$ cat config.mk
export PLATFORM = sky130hd
export DESIGN_NAME = hqt_tx_queue_ctrl
export DESIGN_NICKNAME = d
export VERILOG_FILES = /design/src/hqt_crc32_step.v /design/src/hqt_two_entry_buf.v /design/src/hqt_tx_queue_ctrl.v
export VERILOG_INCLUDE_DIRS = /design/src
export SDC_FILE = /design/constraint.sdc
export NUM_CORES = 1
export LEC_CHECK = 0
export BUFFER_PORTS_ARGS = -buffer_cell sky130_fd_sc_hd__buf_4
export CORE_MARGIN = 4
export CORE_UTILIZATION = 47
export DETAILED_ROUTE_END_ITERATION = 7
export PLACE_DENSITY = 0.69
export SYNTH_ARGS = -nofsm -noshare
export SYNTH_HDL_FRONTEND = slang
export SYNTH_SLANG_ARGS = --single-unit
$ cat constraint.sdc
create_clock -name SYS_CLK_I -period 4.3 [get_ports SYS_CLK_I]
set_clock_uncertainty 0.2 [all_clocks]
set_input_delay 0.43 -clock SYS_CLK_I [delete_from_list [all_inputs] [get_ports SYS_CLK_I]]
set_output_delay 0.43 -clock SYS_CLK_I [all_outputs]
set_load 0.01 [all_outputs]
$ cat src/hqt_tx_queue_ctrl_regs.vh
// Register offsets, field positions, reset values and timing for the transmit queue control
`ifndef HQT_TX_QUEUE_CTRL_REGS_VH
`define HQT_TX_QUEUE_CTRL_REGS_VH

`define HQT_ADDR_W 9
`define HQT_OFS_TX_CTRL 9'h170
`define HQT_OFS_TX_STAT 9'h172
`define HQT_OFS_RX_CTRL1 9'h174

`define HQT_TXC_ICMP_CSUM 8
`define HQT_TXC_UDP_CSUM 7
`define HQT_TXC_TCP_CSUM 6
`define HQT_TXC_FLUSH 5
`define HQT_TXC_FLOW_CTRL 4
`define HQT_TXC_PAD 3
`define HQT_TXC_CRC 2
`define HQT_TXC_ENABLE 0
`define HQT_TXC_WR_MASK 16'h01FD
`define HQT_TXC_RESET 16'h0000

`define HQT_TXS_LATE_COL 13
`define HQT_TXS_MAX_COL 12
`define HQT_TXS_FID_HI 5
`define HQT_TXS_FID_LO 0
`define HQT_FID_W 6

`define HQT_RXC_FLUSH 15
`define HQT_RXC_FLOW_CTRL 10
`define HQT_RXC_ENABLE 0
`define HQT_RXC_RESET 16'h0800

`define HQT_MIN_DATA_BYTES 7'd60
`define HQT_CRC_BYTES 3'd4
`define HQT_CRC_INIT 32'hFFFF_FFFF
`define HQT_CRC_POLY 32'hEDB8_8320

`define HQT_CLK_PERIOD_NS 8
`define HQT_PAUSE_QUANTUM_NS 5120
`define HQT_PAUSE_QUANTUM_CYC (`HQT_PAUSE_QUANTUM_NS / `HQT_CLK_PERIOD_NS)

`endif

$ cat src/hqt_crc32_step.v
// One-byte step of the reflected Ethernet CRC-32
`timescale 1ns/1ps
`default_nettype none
`include "hqt_tx_queue_ctrl_regs.vh"
module hqt_crc32_step (
  input wire [31:0] crc_i,
  input wire [7:0] data_i,
  output reg [31:0] crc_o
);
  integer i;
  always @* begin
    crc_o = crc_i;
    for (i = 0; i < 8; i = i + 1) begin
      if (crc_o[0] ^ data_i[i]) begin
        crc_o = (crc_o >> 1) ^ `HQT_CRC_POLY;
      end else begin
        crc_o = crc_o >> 1;
      end
    end
  end
endmodule // hqt_crc32_step
`default_nettype wire

$ cat src/hqt_two_entry_buf.v
// Two-entry buffer with valid/ready on both sides and a flush input
`timescale 1ns/1ps
`default_nettype none
module hqt_two_entry_buf #(
  parameter WIDTH = 15
) (
  input wire clk_i,
  input wire rst_n_i,
  input wire flush_i,
  input wire [WIDTH-1:0] in_data_i,
  input wire in_valid_i,
  output wire in_ready_o,
  output wire [WIDTH-1:0] out_data_o,
  output wire out_valid_o,
  input wire out_ready_i
);
  reg [WIDTH-1:0] mem_reg [0:1];
  reg wr_ptr_reg;
  reg rd_ptr_reg;
  reg [1:0] cnt_reg;
  reg in_ready_reg;
  wire [1:0] cnt_next;
  wire push;
  wire pop;

  // Registered ready; a word offered in the first flush cycle is dropped with the rest
  assign in_ready_o = in_ready_reg;
  assign cnt_next = cnt_reg + {1'b0, push} - {1'b0, pop};
  assign out_valid_o = (cnt_reg != 2'd0) && !flush_i;
  assign out_data_o = mem_reg[rd_ptr_reg];
  assign push = in_valid_i && in_ready_o;
  assign pop = out_valid_o && out_ready_i;

  always @(posedge clk_i) begin
    if (push) begin
      mem_reg[wr_ptr_reg] <= in_data_i;
    end
  end

  always @(posedge clk_i or negedge rst_n_i) begin
    if (!rst_n_i) begin
      wr_ptr_reg <= 1'b0;
      rd_ptr_reg <= 1'b0;
      cnt_reg <= 2'd0;
      in_ready_reg <= 1'b1;
    end else if (flush_i) begin
      wr_ptr_reg <= 1'b0;
      rd_ptr_reg <= 1'b0;
      cnt_reg <= 2'd0;
      in_ready_reg <= 1'b0;
    end else begin
      in_ready_reg <= (cnt_next != 2'd2);
      if (push) begin
        wr_ptr_reg <= ~wr_ptr_reg;
      end
      if (pop) begin
        rd_ptr_reg <= ~rd_ptr_reg;
      end
      cnt_reg <= cnt_next;
    end
  end
endmodule // hqt_two_entry_buf
`default_nettype wire

$ cat src/hqt_tx_queue_ctrl.v
// Transmit queue control: registers, frame engine, flow control and status
//
// Contract
// (RQ1) ICMP checksum generation enable bit 8 requests ICMP checksum insertion.
// (RQ2) UDP checksum generation enable bit 7 requests UDP checksum insertion.
// (RQ3) TCP checksum generation enable bit 6 requests TCP checksum insertion.
// (RQ4) Transmit flush bit 5 clears the transmit queue and frame pointer.
// (RQ5) Host clears transmit enable before flushing, then clears flush.
// (RQ6) Full duplex with flow control bit 4: send PAUSE at receive threshold.
// (RQ7) Half duplex with flow control bit: apply back-pressure instead.
// (RQ8) Flow control bit clear: no PAUSE and no back-pressure.
// (RQ9) Padding bit 3 extends packets shorter than 64 bytes.
// (RQ10) Host enables CRC append whenever padding is enabled.
// (RQ11) CRC bit 2 appends a 32-bit CRC to every frame.
// (RQ12) Transmit enable bit 0 puts the transmitter into running state.
// (RQ13) Clearing enable finishes the current frame, then stops.
// (RQ14) Status bit 13 shows a late collision.
// (RQ15) Status bit 12 shows maximum collision count reached.
// (RQ16) Status bits 5..0 give last frame ID; collision bits belong to it. Code stores cur_fid_reg, the next frame's ID if it started before done.
// (RQ17) Receive control bit 15 flushes the receive queue and pointer.
// (RQ18) Host clears receive enable before flushing, then clears flush.
// (RQ19) Full duplex with receive flow control: received PAUSE holds transmission.
// (RQ20) Status is overwritten at each frame completion.
`timescale 1ns/1ps
`default_nettype none
`include "hqt_tx_queue_ctrl_regs.vh"
module hqt_tx_queue_ctrl #(
  parameter FID_W = `HQT_FID_W
) (
  // Clock and reset
  input wire SYS_CLK_I,
  input wire RSTN_I,
  // Register port
  input wire [`HQT_ADDR_W-1:0] REG_ADDR_I,
  input wire REG_WR_I,
  input wire REG_RD_I,
  input wire [1:0] REG_BE_I,
  input wire [15:0] REG_WDATA_I,
  output reg [15:0] REG_RDATA_O,
  // Frames from the queue
  input wire [7:0] IN_DATA_I,
  input wire IN_LAST_I,
  input wire [FID_W-1:0] IN_FID_I,
  input wire IN_VALID_I,
  output wire IN_READY_O,
  // Bytes toward the MAC
  output reg [7:0] TX_DATA_O,
  output reg TX_LAST_O,
  output reg TX_VALID_O,
  input wire TX_READY_I,
  // Completion status from the MAC
  input wire TX_DONE_I,
  input wire TX_LATE_COL_I,
  input wire TX_MAX_COL_I,
  // Flow control
  input wire FULL_DUPLEX_I,
  input wire RX_BUF_HIGH_I,
  input wire RX_PAUSE_I,
  input wire [15:0] RX_PAUSE_QUANTA_I,
  output reg PAUSE_REQ_O,
  output reg BACKPRESSURE_O,
  // Per-frame checksum requests and queue control
  output reg TX_CSUM_ICMP_O,
  output reg TX_CSUM_UDP_O,
  output reg TX_CSUM_TCP_O,
  output reg TX_FLUSH_O,
  output reg RX_FLUSH_O,
  output reg RX_ENABLE_O,
  output reg TX_RUNNING_O
);
  localparam BUF_W = 8 + 1 + FID_W;
  localparam S_IDLE = 4'b0001;
  localparam S_DATA = 4'b0010;
  localparam S_PAD = 4'b0100;
  localparam S_CRC = 4'b1000;
  localparam integer QUANTUM_INT = `HQT_PAUSE_QUANTUM_CYC;
  localparam [9:0] QUANTUM_CYC = QUANTUM_INT[9:0];

  reg [15:0] tx_ctrl_reg;
  reg [15:0] rx_ctrl_reg;
  reg late_col_reg;
  reg max_col_reg;
  reg [FID_W-1:0] stat_fid_reg;
  reg [FID_W-1:0] cur_fid_reg;
  reg [3:0] state_reg;
  reg [6:0] cnt_reg;
  reg [2:0] crc_idx_reg;
  reg [31:0] crc_reg;
  reg crc_on_reg;
  reg pad_on_reg;
  reg [15:0] quanta_reg;
  reg [9:0] qcyc_reg;
  reg rx_high_reg;

  wire [15:0] wmask;
  wire [15:0] tx_ctrl_next;
  wire [15:0] rx_ctrl_next;
  wire tx_flush;
  wire tx_en;
  wire flow_en;
  wire paused;
  wire can_load;
  wire [BUF_W-1:0] buf_data;
  wire buf_valid;
  reg buf_pop;
  wire [7:0] b_byte;
  wire b_last;
  wire [7:0] crc_din;
  wire [31:0] crc_step;
  reg crc_adv;
  wire [31:0] crc_fin;

  assign wmask = {{8{REG_BE_I[1]}}, {8{REG_BE_I[0]}}};
  assign tx_ctrl_next = (tx_ctrl_reg & ~(wmask & `HQT_TXC_WR_MASK)) |
                        (REG_WDATA_I & wmask & `HQT_TXC_WR_MASK);
  assign rx_ctrl_next = (rx_ctrl_reg & ~wmask) | (REG_WDATA_I & wmask);
  assign tx_flush = tx_ctrl_reg[`HQT_TXC_FLUSH];
  assign tx_en = tx_ctrl_reg[`HQT_TXC_ENABLE];
  assign flow_en = tx_ctrl_reg[`HQT_TXC_FLOW_CTRL];
  assign paused = (quanta_reg != 16'h0000) && FULL_DUPLEX_I &&
                  rx_ctrl_reg[`HQT_RXC_FLOW_CTRL];
  assign can_load = !TX_VALID_O || TX_READY_I;
  assign b_byte = buf_data[7:0];
  assign b_last = buf_data[8];
  assign crc_din = (state_reg == S_DATA) ? b_byte : 8'h00;
  assign crc_fin = ~crc_reg;

  // Flush holds the buffer empty and, from its second cycle, holds ready low toward the queue
  hqt_two_entry_buf #(
    .WIDTH(BUF_W)
  ) u_buf (
    .clk_i(SYS_CLK_I),
    .rst_n_i(RSTN_I),
    .flush_i(tx_flush), // see (RQ4)
    .in_data_i({IN_FID_I, IN_LAST_I, IN_DATA_I}),
    .in_valid_i(IN_VALID_I),
    .in_ready_o(IN_READY_O),
    .out_data_o(buf_data),
    .out_valid_o(buf_valid),
    .out_ready_i(buf_pop)
  );

  hqt_crc32_step u_crc (
    .crc_i(crc_reg),
    .data_i(crc_din),
    .crc_o(crc_step)
  );

  // Register writes and read-back
  always @(posedge SYS_CLK_I or negedge RSTN_I) begin
    if (!RSTN_I) begin
      tx_ctrl_reg <= `HQT_TXC_RESET;
      rx_ctrl_reg <= `HQT_RXC_RESET;
      REG_RDATA_O <= 16'h0000;
    end else begin
      if (REG_WR_I && REG_ADDR_I == `HQT_OFS_TX_CTRL) begin
        tx_ctrl_reg <= tx_ctrl_next;
      end
      if (REG_WR_I && REG_ADDR_I == `HQT_OFS_RX_CTRL1) begin
        rx_ctrl_reg <= rx_ctrl_next;
      end
      if (REG_RD_I) begin
        case (REG_ADDR_I)
          `HQT_OFS_TX_CTRL: REG_RDATA_O <= tx_ctrl_reg;
          `HQT_OFS_TX_STAT: begin
            REG_RDATA_O <= 16'h0000;
            REG_RDATA_O[`HQT_TXS_LATE_COL] <= late_col_reg; // see (RQ14)
            REG_RDATA_O[`HQT_TXS_MAX_COL] <= max_col_reg; // see (RQ15)
            REG_RDATA_O[`HQT_TXS_FID_HI:`HQT_TXS_FID_LO] <= stat_fid_reg; // see (RQ16)
          end
          `HQT_OFS_RX_CTRL1: REG_RDATA_O <= rx_ctrl_reg;
          default: REG_RDATA_O <= 16'h0000;
        endcase
      end
    end
  end

  // Collision bits belong to the frame just completed, the ID to the frame last started; replaced each time
  always @(posedge SYS_CLK_I or negedge RSTN_I) begin
    if (!RSTN_I) begin
      late_col_reg <= 1'b0;
      max_col_reg <= 1'b0;
      stat_fid_reg <= {FID_W{1'b0}};
    end else if (TX_DONE_I) begin
      late_col_reg <= TX_LATE_COL_I; // see (RQ14) (RQ20)
      max_col_reg <= TX_MAX_COL_I; // see (RQ15) (RQ20)
      stat_fid_reg <= cur_fid_reg; // see (RQ16) (RQ20)
    end
  end

  // Queue controls and flow control outputs
  always @(posedge SYS_CLK_I or negedge RSTN_I) begin
    if (!RSTN_I) begin
      TX_FLUSH_O <= 1'b0;
      RX_FLUSH_O <= 1'b0;
      RX_ENABLE_O <= 1'b0;
      PAUSE_REQ_O <= 1'b0;
      BACKPRESSURE_O <= 1'b0;
      rx_high_reg <= 1'b0;
      TX_RUNNING_O <= 1'b0;
    end else begin
      TX_FLUSH_O <= tx_flush; // see (RQ4)
      RX_FLUSH_O <= rx_ctrl_reg[`HQT_RXC_FLUSH]; // see (RQ17)
      RX_ENABLE_O <= rx_ctrl_reg[`HQT_RXC_ENABLE];
      rx_high_reg <= RX_BUF_HIGH_I;
      // One PAUSE per crossing of the threshold
      PAUSE_REQ_O <= flow_en && FULL_DUPLEX_I && RX_BUF_HIGH_I && !rx_high_reg; // see (RQ6) (RQ8)
      BACKPRESSURE_O <= flow_en && !FULL_DUPLEX_I && RX_BUF_HIGH_I; // see (RQ7) (RQ8)
      TX_RUNNING_O <= tx_en || (state_reg != S_IDLE); // see (RQ12) (RQ13)
    end
  end

  // Received pause time, counted in quanta of 512 bit times
  always @(posedge SYS_CLK_I or negedge RSTN_I) begin
    if (!RSTN_I) begin
      quanta_reg <= 16'h0000;
      qcyc_reg <= 10'd0;
    end else if (RX_PAUSE_I) begin
      quanta_reg <= RX_PAUSE_QUANTA_I; // see (RQ19)
      qcyc_reg <= 10'd0;
    end else if (quanta_reg != 16'h0000) begin
      if (qcyc_reg == QUANTUM_CYC - 10'd1) begin
        qcyc_reg <= 10'd0;
        quanta_reg <= quanta_reg - 16'h0001;
      end else begin
        qcyc_reg <= qcyc_reg + 10'd1;
      end
    end
  end

  always @* begin
    buf_pop = 1'b0;
    crc_adv = 1'b0;
    if (can_load) begin
      case (state_reg)
        S_DATA: begin
          buf_pop = buf_valid;
          crc_adv = buf_valid;
        end
        S_PAD: crc_adv = 1'b1;
        default: crc_adv = 1'b0;
      endcase
    end
  end

  // Frame engine
  always @(posedge SYS_CLK_I or negedge RSTN_I) begin
    if (!RSTN_I) begin
      state_reg <= S_IDLE;
      cnt_reg <= 7'd0;
      crc_idx_reg <= 3'd0;
      crc_reg <= `HQT_CRC_INIT;
      crc_on_reg <= 1'b0;
      pad_on_reg <= 1'b0;
      cur_fid_reg <= {FID_W{1'b0}};
      TX_DATA_O <= 8'h00;
      TX_LAST_O <= 1'b0;
      TX_VALID_O <= 1'b0;
      TX_CSUM_ICMP_O <= 1'b0;
      TX_CSUM_UDP_O <= 1'b0;
      TX_CSUM_TCP_O <= 1'b0;
    end else if (tx_flush) begin
      state_reg <= S_IDLE; // see (RQ4)
      cnt_reg <= 7'd0;
      TX_VALID_O <= 1'b0;
      TX_LAST_O <= 1'b0;
    end else begin
      if (can_load) begin
        TX_VALID_O <= 1'b0;
        TX_LAST_O <= 1'b0;
      end
      if (crc_adv) begin
        crc_reg <= crc_step;
        cnt_reg <= cnt_reg + 7'd1;
      end
      case (state_reg)
        S_IDLE: begin
          // New frames start only while enabled and not paused
          if (tx_en && !paused && buf_valid) begin // see (RQ12) (RQ13) (RQ19)
            state_reg <= S_DATA;
            cnt_reg <= 7'd0;
            crc_reg <= `HQT_CRC_INIT;
            crc_on_reg <= tx_ctrl_reg[`HQT_TXC_CRC];
            pad_on_reg <= tx_ctrl_reg[`HQT_TXC_PAD];
            cur_fid_reg <= buf_data[BUF_W-1:9];
            TX_CSUM_ICMP_O <= tx_ctrl_reg[`HQT_TXC_ICMP_CSUM]; // see (RQ1)
            TX_CSUM_UDP_O <= tx_ctrl_reg[`HQT_TXC_UDP_CSUM]; // see (RQ2)
            TX_CSUM_TCP_O <= tx_ctrl_reg[`HQT_TXC_TCP_CSUM]; // see (RQ3)
          end
        end
        S_DATA: begin
          if (can_load && buf_valid) begin
            TX_DATA_O <= b_byte;
            TX_VALID_O <= 1'b1;
            if (b_last) begin
              if (pad_on_reg && cnt_reg + 7'd1 < `HQT_MIN_DATA_BYTES) begin
                state_reg <= S_PAD; // see (RQ9)
              end else if (crc_on_reg) begin
                state_reg <= S_CRC; // see (RQ11)
                crc_idx_reg <= 3'd0;
              end else begin
                TX_LAST_O <= 1'b1;
                state_reg <= S_IDLE;
              end
            end
          end
        end
        S_PAD: begin
          if (can_load) begin
            TX_DATA_O <= 8'h00; // see (RQ9)
            TX_VALID_O <= 1'b1;
            if (cnt_reg + 7'd1 == `HQT_MIN_DATA_BYTES) begin
              if (crc_on_reg) begin
                state_reg <= S_CRC;
                crc_idx_reg <= 3'd0;
              end else begin
                // Host left CRC off; frame ends short of a valid FCS
                TX_LAST_O <= 1'b1;
                state_reg <= S_IDLE;
              end
            end
          end
        end
        S_CRC: begin
          if (can_load) begin
            TX_DATA_O <= crc_fin[{crc_idx_reg[1:0], 3'b000} +: 8]; // see (RQ11)
            TX_VALID_O <= 1'b1;
            crc_idx_reg <= crc_idx_reg + 3'd1;
            if (crc_idx_reg == `HQT_CRC_BYTES - 3'd1) begin
              TX_LAST_O <= 1'b1;
              state_reg <= S_IDLE;
            end
          end
        end
        default: state_reg <= S_IDLE;
      endcase
    end
  end
endmodule // hqt_tx_queue_ctrl
`default_nettype wire

==> results by group <==
Status
  – Outcome: finished clean

Critical path
  – CP Capture Type: flop
  – Slowest cell on crit path: dfrtp_1
  – Crit Reg-Reg Endpoint: crc_reg[29]$_DFFE_PN1N_
  – Buf/Inv on CP: 0
  – Worst Reg-to-Reg Cells: 7
  – CP Max Fanout: 17
  – Startpoint Class: flop
  – CP arrival: around 3.2 ns
  – R2R setup slack: 1.27 ns
  – Crit. path cell count: 7
  – Largest delay share family, worst path: XOR/XNOR gates
  – Required @ worst endpoint: about 4.5 ns
  – Reg-to-Reg Start: u_buf.rd_ptr_reg$_DFFE_PN0P_
  – Worst-path cell chain: mux2i_1, xnor2_1, nor2_2, xnor2_2, xor2_2, xnor2_1, o22a_1
  – Max incr delay on CP: ~0.95 ns
  – Cell mode on critical path: xnor2_1
  – Critical setup path kind: flop to flop

Final layout
  – Post-Layout Cell Count: roughly 1200
  – Ant. Diodes: 0
  – Layout Area Growth over Synthesis: 19.9%
  – Final #Nets: 1013
  – Layout cells sized above 1: 0.271

Yosys
  – Leading post-synthesis cells by cell area: dfrtp_1 (32%), dfstp_2 (10%), edfxtp_1 (9.8%), xnor2_1 (6.4%), mux2_2 (5.4%)
  – Netlist Area Pre-Place: 9200 um2
  – Main synth FF type: dfrtp_1
  – Post-synth ARST share: 0.836
  – Post-synth top area share: 0.321
  – Library cells used by synthesis: 62
  – Count leader, synth: dfrtp_1
  – Mean area per synthesized cell: 11.2 um2
  – Cell taking the most area after synthesis: dfrtp_1
  – Post-synth EDFFs: 30
  – Synth warn: 0
  – Mapped Nets: about 900
  – Post-synth top cells: dfrtp_1 (118), nand2_1 (77), nor2_1 (70)
  – Mapped Cells: between 800 and 900
  – Sequential-to-total area share from yosys stat: 0.519
  – Yosys reg bits: between 150 and 200

Power
  – Pwr per Cell Area: ~470 nW/um2
  – Peak VDD IR: approximately 0.3 mV
  – Leak: about 4.6 nW

STA
  – Worst slew pin tran: ~1.0 ns
  – Max frequency: 0.330 GHz
  – Slew HR: 0.331
  – RSZ-0062 raised after global routing: false
  – Fin crit share: 0.705
  – Fin. Hold Viols: 0
  – Setup TNS Final: 0 ns
  – Final min period: about 3.0 ns
  – Final slew viol count: 0
  – Hold_ws: about 0.013 ns
  – Final setup viols: 0

Hold path
  – Worst hold start: RX_PAUSE_QUANTA_I[4]
  – Hold Path Depth: 3
  – Worst Hold End: quanta_reg[4]$_DFFE_PN0P_
  – Hold WC Path Type: input port to flop

Routing
  – DRT Pass-1 Iters: 4
  – Initial DRC Count: 385
  – DRT Wirelength: between 20 and 25 mm
  – DR vias/cell: 5.31
  – Number of routed nets with antenna violations: 0
  – WL/cell: between 15 and 20 um
  – DR DRC count: 0
  – Routed vias: 6413

Placement
  – Final GP Congestion: between 0.8 and 0.9
  – DP HPWL: between 10 and 15 mm
  – Cell total after placement: approximately 1200
  – Input/output buffers: around 110

GRT
  – Antenna violations before repair: 0
  – Largest net degree at the start of global routing: around 100
  – GRT overflow: 0
  – Number of global-route vias before repair: 6612
  – Total GRT Usage: 0.194
  – First-pass GRT wire length: 34.0 mm

Clocking
  – Cts repair resizes: 0
  – Cts bufs inserted: 17
  – Clk slew on worst S/H paths: 0.08 ns
  – CTS Root Cell: clkbuf_16
  – Post-CTS setup buffers: 0
  – CTS H-tree depth: 4
  – Clock Tree Buf Depth: 2
  – Clk sinks: between 150 and 200
  – CTS tree: yes
  – Worst-Skew Late Latency: roughly 0.43 ns

Die
  – CORE AREA: around 19000 um2
  – Row cnt: 50
  – Die Wd: 148 um
  – Die footprint: between 20000 and 25000 um2
  – I/O pin count: 106
  – Die H: roughly 150 um
  – Starting Density: 0.485

Job
  – Maxcap violations: 0
[where the power goes]
group	total, mW	switching (mW)	leakage [nW]	internal [mW]
Clock	1.56	0.775	0.293	0.787
Combinational	1.35	0.668	2.19	0.680
Sequential	2.31	0.231	2.15	2.08
[worst reg2reg max path, cell delays in order, from the launching register on]
cell and delay (ns):
dfrtp_1 0.95, mux2i_1 0.50, xnor2_1 0.19, nor2_2 0.07, xnor2_2 0.39, xor2_2 0.38, xnor2_1 0.13, o22a_1 0.19
[placed cells by master (no fill, tap or decap), types with 17 or more instances in the layout]
| master | netlist | layout |
|---|---|---|
| dlygate4sd3_1 | 0 | 23 |
| dfstp_2 | 35 | 35 |
| dfrtp_1 | 118 | 118 |
| xor2_1 | 43 | 43 |
| buf_4 | 2 | 113 |
| edfxtp_1 | 30 | 30 |
| nand2_1 | 77 | 77 |
| o21ai_0 | 39 | 39 |
| a21oi_1 | 36 | 36 |
| mux2i_1 | 21 | 21 |
| nor2_1 | 70 | 70 |
| clkbuf_16 | 0 | 17 |
| xnor2_1 | 67 | 67 |
| mux2_2 | 44 | 44 |
| inv_1 | 17 | 17 |
[worst max-delay path by stage]
stage / from / endpoint / slack, ns
final: u_buf.rd_ptr_reg$_DFFE_PN0P_ / crc_reg[29]$_DFFE_PN1N_ / 1.27
after global placement: u_buf.rd_ptr_reg$_DFFE_PN0P_ / crc_reg[29]$_DFFE_PN1N_ / 1.28
after floorplan: cnt_reg[0]$_DFF_PN0_ / crc_idx_reg[0]$_DFFE_PN0P_ / 1.80
after CTS: u_buf.rd_ptr_reg$_DFFE_PN0P_ / crc_reg[29]$_DFFE_PN1N_ / 1.23
after global routing: u_buf.rd_ptr_reg$_DFFE_PN0P_ / crc_reg[23]$_DFFE_PN1N_ / 1.01
after detailed placement: u_buf.rd_ptr_reg$_DFFE_PN0P_ / crc_reg[29]$_DFFE_PN1N_ / 1.25
[cells by family (layout without fill, tap and decap cells)]
logic type / count (synthesis) / after routing / share of synthesized area
simple gates: 241 / 241 / 0.128
flops: 183 / 183 / 0.519
compound gates: 136 / 136 / 0.0944
xor+xnor: 121 / 121 / 0.124
mux: 73 / 73 / 0.0963
buf+inv: 57 / 186 / 0.0279
fa+ha+maj: 8 / 8 / 0.0109
[per-layer routing]
metal	up-vias	routed length (um)	share of wire	track usage
li1	3097	-	-	-
met1	3127	9350	0.46	0.262
met2	157	9760	0.48	0.317
met3	32	883	0.043	0.0349
met4	0	434	0.021	0.0684
met5	-	0	0	0
[cell type report]
type | count | area, um2
clock buffer | 17 | 425
clock inverter | 15 | 176
fill | 1577 | 7930
sequential | 183 | 4770
multi-input combinational | 579 | 4180
timing repair buffer | 137 | 1090
tap | 260 | 325
inverter | 17 | 63.8
[per-stage QoR]
step                utilization  area (um2)  power, mW  worst slack, ns
finish                    0.582       11000       5.22             1.27
global route              0.582       11000       5.50             1.01
CTS                       0.582       11000       5.28             1.23
detailed placement        0.538       10200       3.67             1.25
global placement          0.538       10200       3.65             1.28
floorplan                     -        9200       3.30             1.80
[what timing repair did]
item                                    in CTS  in global routing
endpoints found under the setup margin       0                  0
hold buffers                                23                  0
endpoints found under the hold margin      105                  0
Power figures use the tool's default switching activity.
